===== src/shared/dram_bank_pkg.sv =====
// Purpose: Constants for the upper-bank DRAM timing and placement block
// Assumes: Registers are 16 bits, one per aligned 32-bit AXI word
// Notes: Printed offsets are indexes; byte address is four times the index
package dram_bank_pkg;
  // Register indexes
  localparam logic [11:0] IDX_PAIR45_TIMING = 12'h20A;
  localparam logic [11:0] IDX_BANK6_CTRL    = 12'h20B;
  localparam logic [11:0] IDX_BANK7_CTRL    = 12'h20C;
  localparam logic [11:0] IDX_PAIR67_TIMING = 12'h20D;
  localparam logic [11:0] IDX_DRAM_CFG_ONE  = 12'h20E;
  localparam logic [11:0] IDX_DRAM_CFG_TWO  = 12'h20F;
  // Reset values
  localparam logic [15:0] RST_TIMING   = 16'h3FFF;
  localparam logic [15:0] RST_BANK     = 16'h0000;
  localparam logic [15:0] RST_CFG_ONE  = 16'h0000;
  localparam logic [15:0] RST_CFG_TWO  = 16'h0001;
  // Writable masks (reserved bits read zero)
  localparam logic [15:0] MASK_TIMING  = 16'h3FFF;
  localparam logic [15:0] MASK_BANK    = 16'h7EFF;
  localparam logic [15:0] MASK_CFG_ONE = 16'h01F8;
  localparam logic [15:0] MASK_CFG_TWO = 16'h0FFF;
  // Timing field positions
  localparam int RAS_PRE_LSB = 0;
  localparam int ROW_HOLD_LSB = 3;
  localparam int COL_SETUP_LSB = 5;
  localparam int COL_HOLD_BIT = 7;
  localparam int CAS_PRE_BIT = 8;
  localparam int RD_PULSE_LSB = 9;
  localparam int WR_PULSE_LSB = 12;
  // Bank control field positions
  localparam int BASE_LSB = 0;
  localparam int SIZE_LSB = 9;
  localparam int COLW_LSB = 12;
  // Config field positions
  localparam int TIMEOUT_LSB = 3;
  localparam int WIDE_LSB = 8;
  // Codes
  localparam logic [2:0] SIZE_RESERVED = 3'h7;
  localparam logic [2:0] COLW_MAX      = 3'h4;
  localparam logic [2:0] TO_NEVER = 3'h0;
  localparam logic [2:0] TO_8     = 3'h1;
  localparam logic [2:0] TO_32    = 3'h2;
  localparam logic [2:0] TO_128   = 3'h3;
  localparam logic [2:0] TO_512   = 3'h4;
  localparam logic [2:0] TO_NOW   = 3'h7;
  // Timing counts, in bus clocks
  localparam logic [9:0] CNT_8   = 10'h008;
  localparam logic [9:0] CNT_32  = 10'h020;
  localparam logic [9:0] CNT_128 = 10'h080;
  localparam logic [9:0] CNT_512 = 10'h200;
  // Column width base (code 000 = 8 bits)
  localparam logic [3:0] COLW_BASE = 4'h8;
  // AXI responses
  localparam logic [1:0] RESP_OKAY   = 2'h0;
  localparam logic [1:0] RESP_SLVERR = 2'h2;
endpackage


===== src/hdl/dram_bank_timing_config.sv =====
// Purpose: Register file and bank decode for upper DRAM banks
// Assumes: AXI4-Lite slave, one write and one read at a time
// Notes: Lower banks are not decoded here; bank_hit bits 0 to 5 stay zero
`timescale 1ns/10ps
module dram_bank_timing_config #(
  parameter int NBANK = 8
) (
  // Clock, reset, enable
  input  wire logic        aclk,
  input  wire logic        aresetn,
  input  wire logic        clk_en,
  // AXI write address
  input  wire logic [13:0] s_axi_awaddr,
  input  wire logic        s_axi_awvalid,
  output logic             s_axi_awready,
  // AXI write data
  input  wire logic [31:0] s_axi_wdata,
  input  wire logic [3:0]  s_axi_wstrb,
  input  wire logic        s_axi_wvalid,
  output logic             s_axi_wready,
  // AXI write response
  output logic [1:0]       s_axi_bresp,
  output logic             s_axi_bvalid,
  input  wire logic        s_axi_bready,
  // AXI read address
  input  wire logic [13:0] s_axi_araddr,
  input  wire logic        s_axi_arvalid,
  output logic             s_axi_arready,
  // AXI read data
  output logic [31:0]      s_axi_rdata,
  output logic [1:0]       s_axi_rresp,
  output logic             s_axi_rvalid,
  input  wire logic        s_axi_rready,
  // Memory access from the controller; part types of banks 6 and 7
  input  wire logic [27:0] mem_addr,
  input  wire logic        mem_req,
  input  wire logic [1:0]  bank6_type,
  input  wire logic [1:0]  bank7_type,
  // Bank decode results
  output logic [NBANK-1:0] bank_hit,
  output logic [3:0]       col_bits,
  output logic [3:0]       t_ras_pre,
  output logic [3:0]       t_row_hold,
  output logic [3:0]       t_col_setup,
  output logic [3:0]       t_col_hold,
  output logic [3:0]       t_cas_pre,
  output logic [3:0]       t_rd_pulse,
  output logic [3:0]       t_wr_pulse,
  output logic             cfg_error,
  // Inactivity and bank controls
  output logic             dram_idle_close,
  output logic [NBANK-1:0] bank_enable,
  output logic [3:0]       pair_wide
);
  // Register storage
  logic [15:0] pair45_timing_reg;  // Timing for banks 4/5
  logic [15:0] bank6_ctrl_reg;     // Bank 6 base/size/cols
  logic [15:0] bank7_ctrl_reg;     // Bank 7 base/size/cols
  logic [15:0] pair67_timing_reg;  // Timing for banks 6/7
  logic [15:0] dram_cfg_one;       // Inactivity timeout
  logic [15:0] dram_cfg_two;       // Enables and pairing
  // AXI holding state
  logic        aw_held;
  logic        w_held;
  logic [11:0] aw_idx;
  logic [13:0] s_axi_awaddr_q;  // Captured write address
  logic [31:0] w_data;
  logic [3:0]  w_strb;
  logic        do_write;
  logic        ar_go;
  logic        wr_hit;
  logic        rd_hit;
  logic [15:0] next_rdata;
  logic [11:0] ar_idx;
  // Idle counter
  logic [9:0]  idle_cnt;
  logic [9:0]  idle_limit;
  // Decode helpers
  logic [7:0]  bank6_base_addr;
  logic [7:0]  bank7_base_addr;
  logic [2:0]  bank6_size_code;
  logic [2:0]  bank7_size_code;
  logic [2:0]  bank6_col_width;
  logic [2:0]  bank7_col_width;
  logic        pair67_wide_mode;
  logic [8:0]  span6;
  logic [8:0]  span7;
  logic [8:0]  top6;
  logic [8:0]  top7;
  logic [8:0]  top6_eff;
  logic        in6;
  logic        in7;
  logic [15:0] sel_timing;
  logic        sel_edo;
  logic        sel_bad_cfg;
  logic        timing_bad;

  // Write channels accepted independently; response after both
  assign s_axi_awready = !aw_held && !s_axi_bvalid;
  assign s_axi_wready  = !w_held && !s_axi_bvalid;
  assign do_write      = aw_held && w_held && !s_axi_bvalid;
  assign aw_idx        = s_axi_awaddr_q[13:2];

  // Write address/data capture
  always_ff @(posedge aclk) begin
    if (!aresetn) begin
      aw_held        <= 1'b0;
      w_held         <= 1'b0;
      s_axi_awaddr_q <= 14'h0000;
      w_data         <= 32'h0000_0000;
      w_strb         <= 4'h0;
    end else if (clk_en) begin
      if (s_axi_awvalid && s_axi_awready) begin
        aw_held        <= 1'b1;
        s_axi_awaddr_q <= s_axi_awaddr;
      end else if (do_write) begin
        aw_held <= 1'b0;
      end
      if (s_axi_wvalid && s_axi_wready) begin
        w_held <= 1'b1;
        w_data <= s_axi_wdata;
        w_strb <= s_axi_wstrb;
      end else if (do_write) begin
        w_held <= 1'b0;
      end
    end
  end

  // Write response
  always_ff @(posedge aclk) begin
    if (!aresetn) begin
      s_axi_bvalid <= 1'b0;
      s_axi_bresp  <= dram_bank_pkg::RESP_OKAY;
    end else if (clk_en) begin
      if (do_write) begin
        s_axi_bvalid <= 1'b1;
        s_axi_bresp  <= wr_hit ? dram_bank_pkg::RESP_OKAY : dram_bank_pkg::RESP_SLVERR;
      end else if (s_axi_bready) begin
        s_axi_bvalid <= 1'b0;
      end
    end
  end

  // Map check for a write index
  always_comb begin
    case (aw_idx)
      dram_bank_pkg::IDX_PAIR45_TIMING, dram_bank_pkg::IDX_BANK6_CTRL,
      dram_bank_pkg::IDX_BANK7_CTRL, dram_bank_pkg::IDX_PAIR67_TIMING,
      dram_bank_pkg::IDX_DRAM_CFG_ONE, dram_bank_pkg::IDX_DRAM_CFG_TWO: wr_hit = 1'b1;
      default: wr_hit = 1'b0;
    endcase
  end

  // Byte-lane merge of a 16-bit register
  function automatic logic [15:0] merge(input logic [15:0] old, input logic [31:0] d,
                                        input logic [3:0] s, input logic [15:0] m);
    logic [15:0] v;
    v = old;
    if (s[0]) v[7:0] = d[7:0];
    if (s[1]) v[15:8] = d[15:8];
    merge = v & m;
  endfunction

  // Register writes; reset values fix bank enables and pairing
  always_ff @(posedge aclk) begin
    if (!aresetn) begin
      pair45_timing_reg <= dram_bank_pkg::RST_TIMING;
      bank6_ctrl_reg    <= dram_bank_pkg::RST_BANK;
      bank7_ctrl_reg    <= dram_bank_pkg::RST_BANK;
      pair67_timing_reg <= dram_bank_pkg::RST_TIMING;
      dram_cfg_one      <= dram_bank_pkg::RST_CFG_ONE;
      dram_cfg_two      <= dram_bank_pkg::RST_CFG_TWO;
    end else if (clk_en && do_write) begin
      case (aw_idx)
        dram_bank_pkg::IDX_PAIR45_TIMING:
          pair45_timing_reg <= merge(pair45_timing_reg, w_data, w_strb,
                                     dram_bank_pkg::MASK_TIMING);
        dram_bank_pkg::IDX_BANK6_CTRL:
          bank6_ctrl_reg <= merge(bank6_ctrl_reg, w_data, w_strb, dram_bank_pkg::MASK_BANK);
        dram_bank_pkg::IDX_BANK7_CTRL:
          bank7_ctrl_reg <= merge(bank7_ctrl_reg, w_data, w_strb, dram_bank_pkg::MASK_BANK);
        dram_bank_pkg::IDX_PAIR67_TIMING:
          pair67_timing_reg <= merge(pair67_timing_reg, w_data, w_strb,
                                     dram_bank_pkg::MASK_TIMING);
        dram_bank_pkg::IDX_DRAM_CFG_ONE:
          dram_cfg_one <= merge(dram_cfg_one, w_data, w_strb, dram_bank_pkg::MASK_CFG_ONE);
        dram_bank_pkg::IDX_DRAM_CFG_TWO:
          dram_cfg_two <= merge(dram_cfg_two, w_data, w_strb, dram_bank_pkg::MASK_CFG_TWO);
        default: ;
      endcase
    end
  end

  // Read path: one read at a time, answer one cycle after address
  assign s_axi_arready = !s_axi_rvalid;
  assign ar_go         = s_axi_arvalid && s_axi_arready;
  assign ar_idx        = s_axi_araddr[13:2];

  // Read mux
  always_comb begin
    rd_hit = 1'b1;
    case (ar_idx)
      dram_bank_pkg::IDX_PAIR45_TIMING: next_rdata = pair45_timing_reg;
      dram_bank_pkg::IDX_BANK6_CTRL:    next_rdata = bank6_ctrl_reg;
      dram_bank_pkg::IDX_BANK7_CTRL:    next_rdata = bank7_ctrl_reg;
      dram_bank_pkg::IDX_PAIR67_TIMING: next_rdata = pair67_timing_reg;
      dram_bank_pkg::IDX_DRAM_CFG_ONE:  next_rdata = dram_cfg_one;
      dram_bank_pkg::IDX_DRAM_CFG_TWO:  next_rdata = dram_cfg_two;
      default: begin
        next_rdata = 16'h0000;
        rd_hit     = 1'b0;
      end
    endcase
  end

  // Read data register
  always_ff @(posedge aclk) begin
    if (!aresetn) begin
      s_axi_rvalid <= 1'b0;
      s_axi_rdata  <= 32'h0000_0000;
      s_axi_rresp  <= dram_bank_pkg::RESP_OKAY;
    end else if (clk_en) begin
      if (ar_go) begin
        s_axi_rvalid <= 1'b1;
        s_axi_rdata  <= {16'h0000, next_rdata};
        s_axi_rresp  <= rd_hit ? dram_bank_pkg::RESP_OKAY : dram_bank_pkg::RESP_SLVERR;
      end else if (s_axi_rready) begin
        s_axi_rvalid <= 1'b0;
      end
    end
  end

  // Field extraction
  assign bank6_base_addr  = bank6_ctrl_reg[dram_bank_pkg::BASE_LSB +: 8];
  assign bank7_base_addr  = bank7_ctrl_reg[dram_bank_pkg::BASE_LSB +: 8];
  assign bank6_size_code  = bank6_ctrl_reg[dram_bank_pkg::SIZE_LSB +: 3];
  assign bank7_size_code  = bank7_ctrl_reg[dram_bank_pkg::SIZE_LSB +: 3];
  assign bank6_col_width  = bank6_ctrl_reg[dram_bank_pkg::COLW_LSB +: 3];
  assign bank7_col_width  = bank7_ctrl_reg[dram_bank_pkg::COLW_LSB +: 3];
  assign pair67_wide_mode = dram_cfg_two[dram_bank_pkg::WIDE_LSB + 3];
  assign bank_enable      = dram_cfg_two[NBANK-1:0];
  assign pair_wide        = dram_cfg_two[dram_bank_pkg::WIDE_LSB +: 4];

  // Size in megabytes: 1 << code; paired bank doubles the even size
  assign span6    = 9'h001 << bank6_size_code;
  assign span7    = 9'h001 << bank7_size_code;
  assign top6     = {1'b0, bank6_base_addr} + span6;
  assign top7     = {1'b0, bank7_base_addr} + span7;
  assign top6_eff = pair67_wide_mode ? top6 + span6 : top6;
  // Base compares against address bits 27:20, megabyte granular
  assign in6 = {1'b0, mem_addr[27:20]} >= {1'b0, bank6_base_addr} &&
               {1'b0, mem_addr[27:20]} < top6_eff;
  assign in7 = {1'b0, mem_addr[27:20]} >= {1'b0, bank7_base_addr} &&
               {1'b0, mem_addr[27:20]} < top7;

  // Hit vector: bank 6 serves the whole pair when wide; bank 7 then idle
  always_comb begin
    bank_hit = '0;
    if (mem_req && bank_enable[6] && bank6_size_code != dram_bank_pkg::SIZE_RESERVED)
      bank_hit[6] = in6;
    if (mem_req && bank_enable[7] && !pair67_wide_mode &&
        bank7_size_code != dram_bank_pkg::SIZE_RESERVED && !bank_hit[6])
      bank_hit[7] = in7;
  end

  // Pick timing and column width of the selected bank's pair
  always_comb begin
    sel_timing  = pair45_timing_reg;
    sel_edo     = 1'b1;
    sel_bad_cfg = 1'b0;
    col_bits    = dram_bank_pkg::COLW_BASE;
    if (bank_hit[6]) begin
      sel_timing  = pair67_timing_reg;
      sel_edo     = (bank6_type != 2'h0);
      col_bits    = dram_bank_pkg::COLW_BASE + {1'b0, bank6_col_width};
      sel_bad_cfg = bank6_col_width > dram_bank_pkg::COLW_MAX;
    end else if (bank_hit[7]) begin
      sel_timing  = pair67_timing_reg;
      sel_edo     = (bank7_type != 2'h0);
      col_bits    = dram_bank_pkg::COLW_BASE + {1'b0, bank7_col_width};
      sel_bad_cfg = bank7_col_width > dram_bank_pkg::COLW_MAX;
    end
  end

  // Timing decode of the chosen pair
  dram_timing_decode u_decode (
    .timing        (sel_timing),
    .edo_ok        (sel_edo),
    .ras_pre       (t_ras_pre),
    .row_hold      (t_row_hold),
    .col_setup     (t_col_setup),
    .col_hold      (t_col_hold),
    .cas_pre       (t_cas_pre),
    .rd_pulse      (t_rd_pulse),
    .wr_pulse      (t_wr_pulse),
    .edo_violation (timing_bad)
  );
  assign cfg_error = timing_bad || sel_bad_cfg;

  // Inactivity limit from timeout code; reserved codes act as never
  always_comb begin
    case (dram_cfg_one[dram_bank_pkg::TIMEOUT_LSB +: 3])
      dram_bank_pkg::TO_8:   idle_limit = dram_bank_pkg::CNT_8;
      dram_bank_pkg::TO_32:  idle_limit = dram_bank_pkg::CNT_32;
      dram_bank_pkg::TO_128: idle_limit = dram_bank_pkg::CNT_128;
      dram_bank_pkg::TO_512: idle_limit = dram_bank_pkg::CNT_512;
      default:               idle_limit = 10'h000;
    endcase
  end

  // Idle counter: counts clocks without a request, saturates
  always_ff @(posedge aclk) begin
    if (!aresetn) begin
      idle_cnt        <= 10'h000;
      dram_idle_close <= 1'b0;
    end else if (clk_en) begin
      if (mem_req) begin
        idle_cnt        <= 10'h000;
        dram_idle_close <= 1'b0;
      end else begin
        if (idle_cnt != 10'h3FF)
          idle_cnt <= idle_cnt + 10'h001;
        if (dram_cfg_one[dram_bank_pkg::TIMEOUT_LSB +: 3] == dram_bank_pkg::TO_NOW)
          dram_idle_close <= 1'b1;
        else if (idle_limit != 10'h000 && idle_cnt + 10'h001 >= idle_limit)
          dram_idle_close <= 1'b1;
        else
          dram_idle_close <= 1'b0;
      end
    end
  end

  // Checks
  a_reset_enables: assert property (@(posedge aclk)
    $rose(aresetn) |-> bank_enable == 8'h01 && pair_wide == 4'h0)
    else $error("bank enables wrong after reset");
  a_idle_eight: assert property (@(posedge aclk) disable iff (!aresetn)
    (clk_en && !mem_req && dram_cfg_one[5:3] == 3'h1 && idle_cnt == 10'h007)
    |=> dram_idle_close)
    else $error("idle close late for 8 clocks");
  a_idle_never: assert property (@(posedge aclk) disable iff (!aresetn)
    dram_cfg_one[5:3] == 3'h0 && $stable(dram_cfg_one) |=> !dram_idle_close)
    else $error("idle close with timeout never");
  a_wide_no_seven: assert property (@(posedge aclk) disable iff (!aresetn)
    pair67_wide_mode |-> !bank_hit[7])
    else $error("odd bank hit while paired");
  a_disabled_idle: assert property (@(posedge aclk) disable iff (!aresetn)
    !bank_enable[6] |-> !bank_hit[6])
    else $error("disabled bank selected");
  a_hit_base: assert property (@(posedge aclk) disable iff (!aresetn)
    bank_hit[6] |-> mem_addr[27:20] >= bank6_base_addr)
    else $error("hit below base");
  a_hit_timing: assert property (@(posedge aclk) disable iff (!aresetn)
    bank_hit[6] |-> t_ras_pre == 4'h3 + {1'b0, pair67_timing_reg[2:0]})
    else $error("wrong pair timing");
  a_col_width: assert property (@(posedge aclk) disable iff (!aresetn)
    bank_hit[7] |-> col_bits == 4'h8 + {1'b0, bank7_col_width})
    else $error("column width wrong");
endmodule // dram_bank_timing_config


===== src/hdl/dram_timing_decode.sv =====
// Purpose: Decode one pair's timing word into half-clock counts
// Assumes: Half-clock units, so 1.5T is 3
// Notes: Pure combinational; fields picked from the timing word
`timescale 1ns/10ps
module dram_timing_decode (
  // Timing word and EDO flag
  input  wire logic [15:0] timing,
  input  wire logic        edo_ok,
  // Decoded times in half clocks
  output logic [3:0]       ras_pre,
  output logic [3:0]       row_hold,
  output logic [3:0]       col_setup,
  output logic [3:0]       col_hold,
  output logic [3:0]       cas_pre,
  output logic [3:0]       rd_pulse,
  output logic [3:0]       wr_pulse,
  output logic             edo_violation
);
  // Field mapping
  always_comb begin
    ras_pre   = 4'h3 + {1'b0, timing[dram_bank_pkg::RAS_PRE_LSB +: 3]};
    row_hold  = 4'h1 + {2'b00, timing[dram_bank_pkg::ROW_HOLD_LSB +: 2]};
    col_setup = {2'b00, timing[dram_bank_pkg::COL_SETUP_LSB +: 2]};
    col_hold  = timing[dram_bank_pkg::COL_HOLD_BIT] ? 4'h2 : 4'h1;
    cas_pre   = timing[dram_bank_pkg::CAS_PRE_BIT] ? 4'h2 : 4'h1;
    rd_pulse  = 4'h1 + {1'b0, timing[dram_bank_pkg::RD_PULSE_LSB +: 3]};
    wr_pulse  = 4'h1 + {2'b00, timing[dram_bank_pkg::WR_PULSE_LSB +: 2]};
    // Half-clock pulses only legal on EDO parts
    edo_violation = !edo_ok && (rd_pulse == 4'h1 || wr_pulse == 4'h1);
  end
endmodule // dram_timing_decode


===== config.mk =====
export PLATFORM = sky130hd
export DESIGN_NAME = dram_bank_timing_config
export DESIGN_NICKNAME = d
export VERILOG_FILES = /design/src/shared/dram_bank_pkg.sv /design/src/hdl/dram_bank_timing_config.sv /design/src/hdl/dram_timing_decode.sv
export SDC_FILE = /design/constraint.sdc
export NUM_CORES = 1
export LEC_CHECK = 0
export BUFFER_PORTS_ARGS = -buffer_cell sky130_fd_sc_hd__buf_2
export CORE_UTILIZATION = 30
export DETAILED_ROUTE_END_ITERATION = 10
export GPL_ROUTABILITY_DRIVEN = 0
export MAX_ROUTING_LAYER = met4
export PLACE_DENSITY = 0.56
export SYNTH_ARGS = -nofsm -noshare
export SYNTH_HDL_FRONTEND = slang
export SYNTH_SLANG_ARGS = --single-unit
export TNS_END_PERCENT = 10

===== constraint.sdc =====
create_clock -name aclk -period 14.8 [get_ports aclk]
set_input_delay 2.96 -clock aclk [delete_from_list [all_inputs] [get_ports aclk]]
set_output_delay 2.96 -clock aclk [all_outputs]
set_load 0.05 [all_outputs]

* After elaboration in Yosys (flattened, before gate mapping)
Cells that the tools add are included.
** Storage, ports and cells
- Output and inout port bits :: 95
- Input port bits :: 105
- Flip-flop bits (word level) :: 140
- Logic and storage cells :: 154
** Cells by class
- $lt $le $gt $ge :: 7
- Shift-type cells :: 2
- Add/subtract/negate cells :: 10
- Reductions and logical operators :: 58
- Equality and inequality tests :: 22
- Multiplexer cells :: 31
** Operators by type and width (count)
- $eq 12x10->1 const B :: 12
- $pmux 15 s6 :: 1
- $pmux 10 s4 :: 1
- $reduce_and 3->1 :: 12
- $mux 14 :: 2
- $mux 10 :: 2
- $add 8x9->9 :: 2
- $logic_and 1x1->1 :: 18
- $lt 8x9->1 :: 2
- $mux 1 :: 18
- $reduce_and 2->1 :: 9
- $shl 1x3->9 const A :: 2
- $ge 8x8->1 :: 2
- $reduce_bool 2->1 :: 7
- $reduce_or 6->1 :: 2
- $add 10x1->10 const B :: 1
- $ge 10x10->1 :: 1
- $ne 10x10->1 const B :: 1
- $reduce_bool 10->1 :: 1
- $add 9x9->9 :: 1
- $mux 9 :: 1
- $add 4x3->4 const A :: 2
- $eq 4x1->1 const B :: 2
- $mux 2 :: 4
- 11 further kinds :: 24

* Depth between registers and ports, before layout
- Depth after elaboration :: 17
- Depth in mapped cells :: 28
- Gate-level depth less buffers :: 26

* Modules after synthesis
From an unflattened synthesis, not the netlist that was laid out.
** Unflattened totals
- Cell total of the unflattened synthesis :: 1099
- Area, all modules :: 9185.1 um2
** Modules (own cells, without submodules)
- dram_bank_timing_config :: area each 8921.1 um2, cells an instance 1063, seq. area each 2702.6 um2, times used 1
- dram_timing_decode :: area each 264.0 um2, cells an instance 36, seq. area each 0.0 um2, times used 1

* Least setup slack after synthesis
No wires, ideal clock.
- Path type :: input -> output
- Start :: input port mem_addr[24]
- End :: output port cfg_error
- Path slack :: 4.873 ns
- Data arrival time :: 6.967 ns
- Stages on the path :: 14
- Cells stage by stage :: ha_1 a21o_1 a211o_1 o31ai_1 o32a_1 nand3_4 a21oi_4 buf_6 mux2_1 inv_1 ha_1 inv_1 o41a_1 o21ai_1
** On the way
- Word-level cells in the longest chain between the ends :: 13
** RTL lines
- from (decl) :: RTL line dram_bank_timing_config.sv:35 : input wire logic [27:0] mem_addr,
- $lt 8x9->1 / $ge 8x8->1 (equally long branches) :: RTL line dram_bank_timing_config.sv:252, dram_bank_timing_config.sv:251
- $logic_and 1x1->1 (*) :: RTL line dram_bank_timing_config.sv:251 : assign in6 = {1'b0, mem_addr[27:20]} >= {1'b0, bank6_base_addr} &&
- $mux 1 (*) :: RTL line dram_bank_timing_config.sv:259 : if (mem_req && bank_enable[6] && bank6_size_code != dram_bank_pkg::SIZE_RESERVED)
- named net bank_hit[6] :: RTL line dram_bank_timing_config.sv:40 : output logic [NBANK-1:0] bank_hit,
- $logic_not 1->1 :: RTL line dram_bank_timing_config.sv:262 : bank7_size_code != dram_bank_pkg::SIZE_RESERVED && !bank_hit[6])
- $logic_and 1x1->1 :: RTL line dram_bank_timing_config.sv:262
- $mux 1 :: RTL line dram_bank_timing_config.sv:261 : if (mem_req && bank_enable[7] && !pair67_wide_mode &&
- $mux 14 :: RTL line dram_bank_timing_config.sv:277 : end else if (bank_hit[7]) begin
- $mux 14 (*) :: RTL line dram_bank_timing_config.sv:272 : if (bank_hit[6]) begin
- $add 1x3->4 (*) :: RTL line dram_timing_decode.sv:26 : rd_pulse = 4'h1 + {1'b0, timing[dram_bank_pkg::RD_PULSE_LSB +: 3]};
- named net t_rd_pulse[0] :: RTL line dram_bank_timing_config.sv:47 : output logic [3:0] t_rd_pulse,
- $eq 4x1->1 (*) :: RTL line dram_timing_decode.sv:29 : edo_violation = !edo_ok && (rd_pulse == 4'h1 || wr_pulse == 4'h1);
- $logic_or 1x1->1 (*) :: RTL line dram_timing_decode.sv:29
- $logic_and 1x1->1 (*) :: RTL line dram_timing_decode.sv:29
- $logic_or 1x1->1 (*) :: RTL line dram_bank_timing_config.sv:298 : assign cfg_error = timing_bad || sel_bad_cfg;
- to (decl) :: RTL line dram_bank_timing_config.sv:49 : output logic cfg_error,
Mark *: on every way through the listed nets, which the timed path passes. The rest lies on a longest branch.

* Worst setup path in the final report
- Start :: register bank6_ctrl_reg[11]
- End :: output port cfg_error
** On the way
- Word-level cells in the longest chain between the ends :: 17
** RTL lines
- from (decl) :: RTL line dram_bank_timing_config.sv:57 : logic [15:0] bank6_ctrl_reg;
- from (signal assigned) :: RTL line dram_bank_timing_config.sv:168 : bank6_ctrl_reg <= dram_bank_pkg::RST_BANK;
- from (signal assigned) :: RTL line dram_bank_timing_config.sv:179 : bank6_ctrl_reg <= merge(bank6_ctrl_reg, w_data, w_strb, dram_bank_pkg::MASK_BANK);
- $shl 1x3->9 :: RTL line dram_bank_timing_config.sv:245 : assign span6 = 9'h001 << bank6_size_code;
- $add 8x9->9 :: RTL line dram_bank_timing_config.sv:247 : assign top6 = {1'b0, bank6_base_addr} + span6;
- $add 9x9->9 :: RTL line dram_bank_timing_config.sv:249 : assign top6_eff = pair67_wide_mode ? top6 + span6 : top6;
- $mux 9 :: RTL line dram_bank_timing_config.sv:249
- $lt 8x9->1 :: RTL line dram_bank_timing_config.sv:252 : {1'b0, mem_addr[27:20]} < top6_eff;
- $logic_and 1x1->1 :: RTL line dram_bank_timing_config.sv:251
- $mux 1 (*) :: RTL line dram_bank_timing_config.sv:259
- $logic_not 1->1 :: RTL line dram_bank_timing_config.sv:262
- $logic_and 1x1->1 :: RTL line dram_bank_timing_config.sv:262
- $mux 1 :: RTL line dram_bank_timing_config.sv:261
- $mux 14 :: RTL line dram_bank_timing_config.sv:277
- $mux 14 :: RTL line dram_bank_timing_config.sv:272
- $add 1x3->4 / $add 1x2->3 (equally long branches) :: RTL line dram_timing_decode.sv:26, dram_timing_decode.sv:27
- $eq 4x1->1 :: RTL line dram_timing_decode.sv:29
- $logic_or 1x1->1 :: RTL line dram_timing_decode.sv:29
- $logic_and 1x1->1 :: RTL line dram_timing_decode.sv:29
- $logic_or 1x1->1 (*) :: RTL line dram_bank_timing_config.sv:298
Every way passes the cells marked *; elsewhere a longest branch is shown, timed or not.

==> impl_metrics.sql <==
INSERT INTO impl_metrics (metric_group, metric, value, unit) VALUES
('outcome', 'outcome', 'complete, no violations', ''),
('routing', 'drt_wl_total', '23.92', 'mm'),
('sta', 'timing_max_transition_violations_final', '0', ''),
('finish', 'largest_registers', 's_axi_rdata x15, w_data x15', ''),
('clock_tree', 'root_buffer', 'clkbuf_16', ''),
('routing', 'avgRoutedWirePerCell', '16.17', 'um'),
('floorplan', 'floorplan.initialDensity', '30.69', '%'),
('global_route', 'total_grt_overflow', '0', ''),
('global_route', 'wire_length_of_the_first_global_routing_pass', '36.94', 'mm'),
('placement', 'placed_area', '9403', 'um^2'),
('synthesis', 'library_cell_with_the_largest_summed_area_after_synthesis', 'dfxtp_1', ''),
('global_route', 'grt_use_total', '17.01', '%'),
('power_and_ir_drop', 'power_per_cell_area', '85.06', 'nW/um^2'),
('routing', 'via_count', '7186', ''),
('floorplan', 'die_area', '29330', 'um^2'),
('finish', 'finish.instance_area', '9943', 'um^2'),
('power_and_ir_drop', 'ir_drop', '0.08381', 'mV'),
('synthesis', 'post_synth_inst_count', '992', ''),
('clock_tree', 'cts_made_buffers', '17', ''),
('synthesis', 'netlist-cell-type-count', '76', ''),
('min_path', 'worst_hold_startpoint', 's_axi_awaddr_q[12]', ''),
('clock_tree', 'cts_buffer_depth', '2', ''),
('setup_path', 'crit_fanout', '17', ''),
('finish', 'design.final.nets', '1259', ''),
('synthesis', 'synth_largest_type_area_fraction', '31.44', '%'),
('power_and_ir_drop', 'power_leakage', '4.210', 'nW'),
('sta', 'worst-slew-pin-transition', '1.128', 'ns'),
('synthesis', 'edff_count_synth', '0', ''),
('min_path', 'worstHoldPathType', 'reg -> reg', ''),
('setup_path', 'path_class', 'reg -> out', ''),
('sta', 'final.setup_skew', '0.009266', 'ns'),
('sta', 'fin_crit', '10.25', 'ns'),
('routing', 'detailedRoute.firstIterationViolations', '347', ''),
('floorplan', 'rows', '61', ''),
('global_route', 'antenna_violations_before_repair', '1', ''),
('setup_path', 'cp-endpoint', 'cfg_error', ''),
('setup_path', 'cpPeakStageDelay', '0.69', 'ns'),
('routing', 'top_layer', 'met4', ''),
('clock_tree', 'cts_setup_buffers', '0', ''),
('sta', 'grt_setup_unrepaired', 'no', ''),
('clock_tree', 'worstSkewPairLatency', '0.42', 'ns'),
('synthesis', 'yosys-top-cells-area', 'dfxtp_1 31%, mux2i_1 11%, ha_1 9.3%', ''),
('setup_path', 'slowest_stage', 'dfxtp_1', ''),
('floorplan', 'dieWidth', '171.3', 'um'),
('routing', 'remaining_drc_errors', '0', ''),
('setup_path', 'worst_ep_arrival_time', '7.29', 'ns'),
('setup_path', 'reg2reg_depth', '6', ''),
('routing', 'route.layer.met1.wl', '11.78', 'mm'),
('clock_tree', 'clk_transition_reported_paths', '0.06', 'ns'),
('setup_path', 'endpoint_of_the_worst_slack_reg_to_reg_timing_path', 'pair67_timing_reg[0]', ''),
('setup_path', 'regToRegStartpoint', 's_axi_awaddr_q[6]', ''),
('global_route', 'grt_start_max_net_pins', '94', ''),
('sta', 'final_min_period_over_clock_period', '69.26', '%'),
('power_and_ir_drop', 'power.total', '0.8457', 'mW'),
('finish', 'flow.area_growth_from_synthesis', '15.68', '%'),
('synthesis', 'synth.most_common_cell', 'dfxtp_1', ''),
('sta', 'timing.final.setup_violations', '0', ''),
('synthesis', 'synth_ff_type', 'dfxtp_1', ''),
('synthesis', 'synth_seq_area_share', '31.44', '%'),
('placement', 'place.port_buffers', '122', ''),
('setup_path', 'rrSetupSlack', '11.80', 'ns'),
('clock_tree', 'cts_tree', 'yes', ''),
('global_route', 'grt_pass1_vias', '6718', ''),
('setup_path', 'end_kind', 'primary output', ''),
('synthesis', 'synth_async_sr_flop_share', '0', '%'),
('placement', 'detailed_place_hpwl', '18.03', 'mm'),
('setup_path', 'cpMostUsedCell', 'ha_1', ''),
('floorplan', 'core_area', '28010', 'um^2'),
('sta', 'fin_setup_tns', '0', 'ns'),
('run', 'max_cap_violations', '0', ''),
('floorplan', 'top_level_ports', '200', '');
how the worst min path moves through the flow:
stage | to | cells past startpoint
6_report | s_axi_awaddr_q[12] | 2
5_1_grt | s_axi_awaddr_q[13] | 2
4_1_cts | s_axi_awaddr_q[13] | 2
3_5_place_dp | s_axi_awaddr_q[13] | 2
3_3_place_gp | s_axi_bresp[1] | 2
2_1_floorplan | s_axi_awaddr_q[9] | 2
layer usage:
layer  up-vias  GRT usage (%)
met5         -              -
met4         0          5.745
met3        32          2.462
met2       166          26.49
met1      3377          22.44
li1       3611              -
power by group:
group / total [mW] / internal (mW) / switching (mW)
registers: 0.377 / 0.369 / 0.00780
clock network: 0.392 / 0.236 / 0.157
logic: 0.0763 / 0.0227 / 0.0536
cells in the final DEF, fill, tap and decap left out, drive strengths merged, types with 9 or more instances in the layout:
| master | synthesis | layout |
|---|---|---|
| a21boi | 36 | 36 |
| a21o | 16 | 16 |
| a21oi | 29 | 29 |
| a221o | 10 | 10 |
| a221oi | 10 | 10 |
| a22oi | 13 | 13 |
| and2 | 10 | 10 |
| buf | 41 | 126 |
| clkbuf | 39 | 20 |
| conb | 2 | 34 |
| dfxtp | 135 | 135 |
| ha | 64 | 64 |
| inv | 39 | 39 |
| mux2 | 9 | 9 |
| mux2i | 97 | 97 |
| nand2 | 133 | 133 |
| nand2b | 9 | 9 |
| nand3 | 19 | 19 |
| nor2 | 40 | 40 |
| nor2b | 65 | 65 |
| nor3 | 13 | 13 |
| o21ai | 42 | 42 |
| xnor2 | 16 | 16 |
| xor2 | 12 | 12 |
per-stage QoR:
| step | utilization [%] | setup slack [ns] | cells |
|---|---|---|---|
| after CTS | 35.49 | 4.585 | 1478 |
| after global placement | 33.57 | 4.755 | 1448 |
| after global routing | 35.50 | 4.164 | 1479 |
| after floorplan | - | 4.873 | 1024 |
| final | 35.50 | 4.549 | 1479 |
| after detailed placement | 33.57 | 4.740 | 1448 |
worst max-delay path, delay by kind of cell, from the launching register on:
kind,cells,cell delay [ns]
flip-flops,1,0.69
AO/OA/AOI/OAI,14,3.09
adder cells (fa/ha/maj),5,1.52
buffers and inverters,1,0.29
XOR/XNOR,2,0.34
multiplexers,2,0.50
AND/OR/NAND/NOR,3,0.41
cell type report:
cell class	instances	area, um^2
Multi-Input combinational cell	770	5438
Timing Repair Buffer	126	643.1
Tap cell	378	473.0
Clock inverter	10	81.33
Inverter	39	146.4
Sequential cell	135	2703
Clock buffer	20	456.7
Antenna cell	1	2.502
Fill cell	2920	18070
cell families after synthesis:
logic type	synth area share (%)
and+or+nand+nor	20.42
DFF	31.44
other	0.08737
adders and majority gates	9.782
AOI/OAI and AO/OA	16.07
muxes	12.47
xor gates and xnor gates	2.853
buffers and inverters	6.870
(Power assumes the default switching activity.)
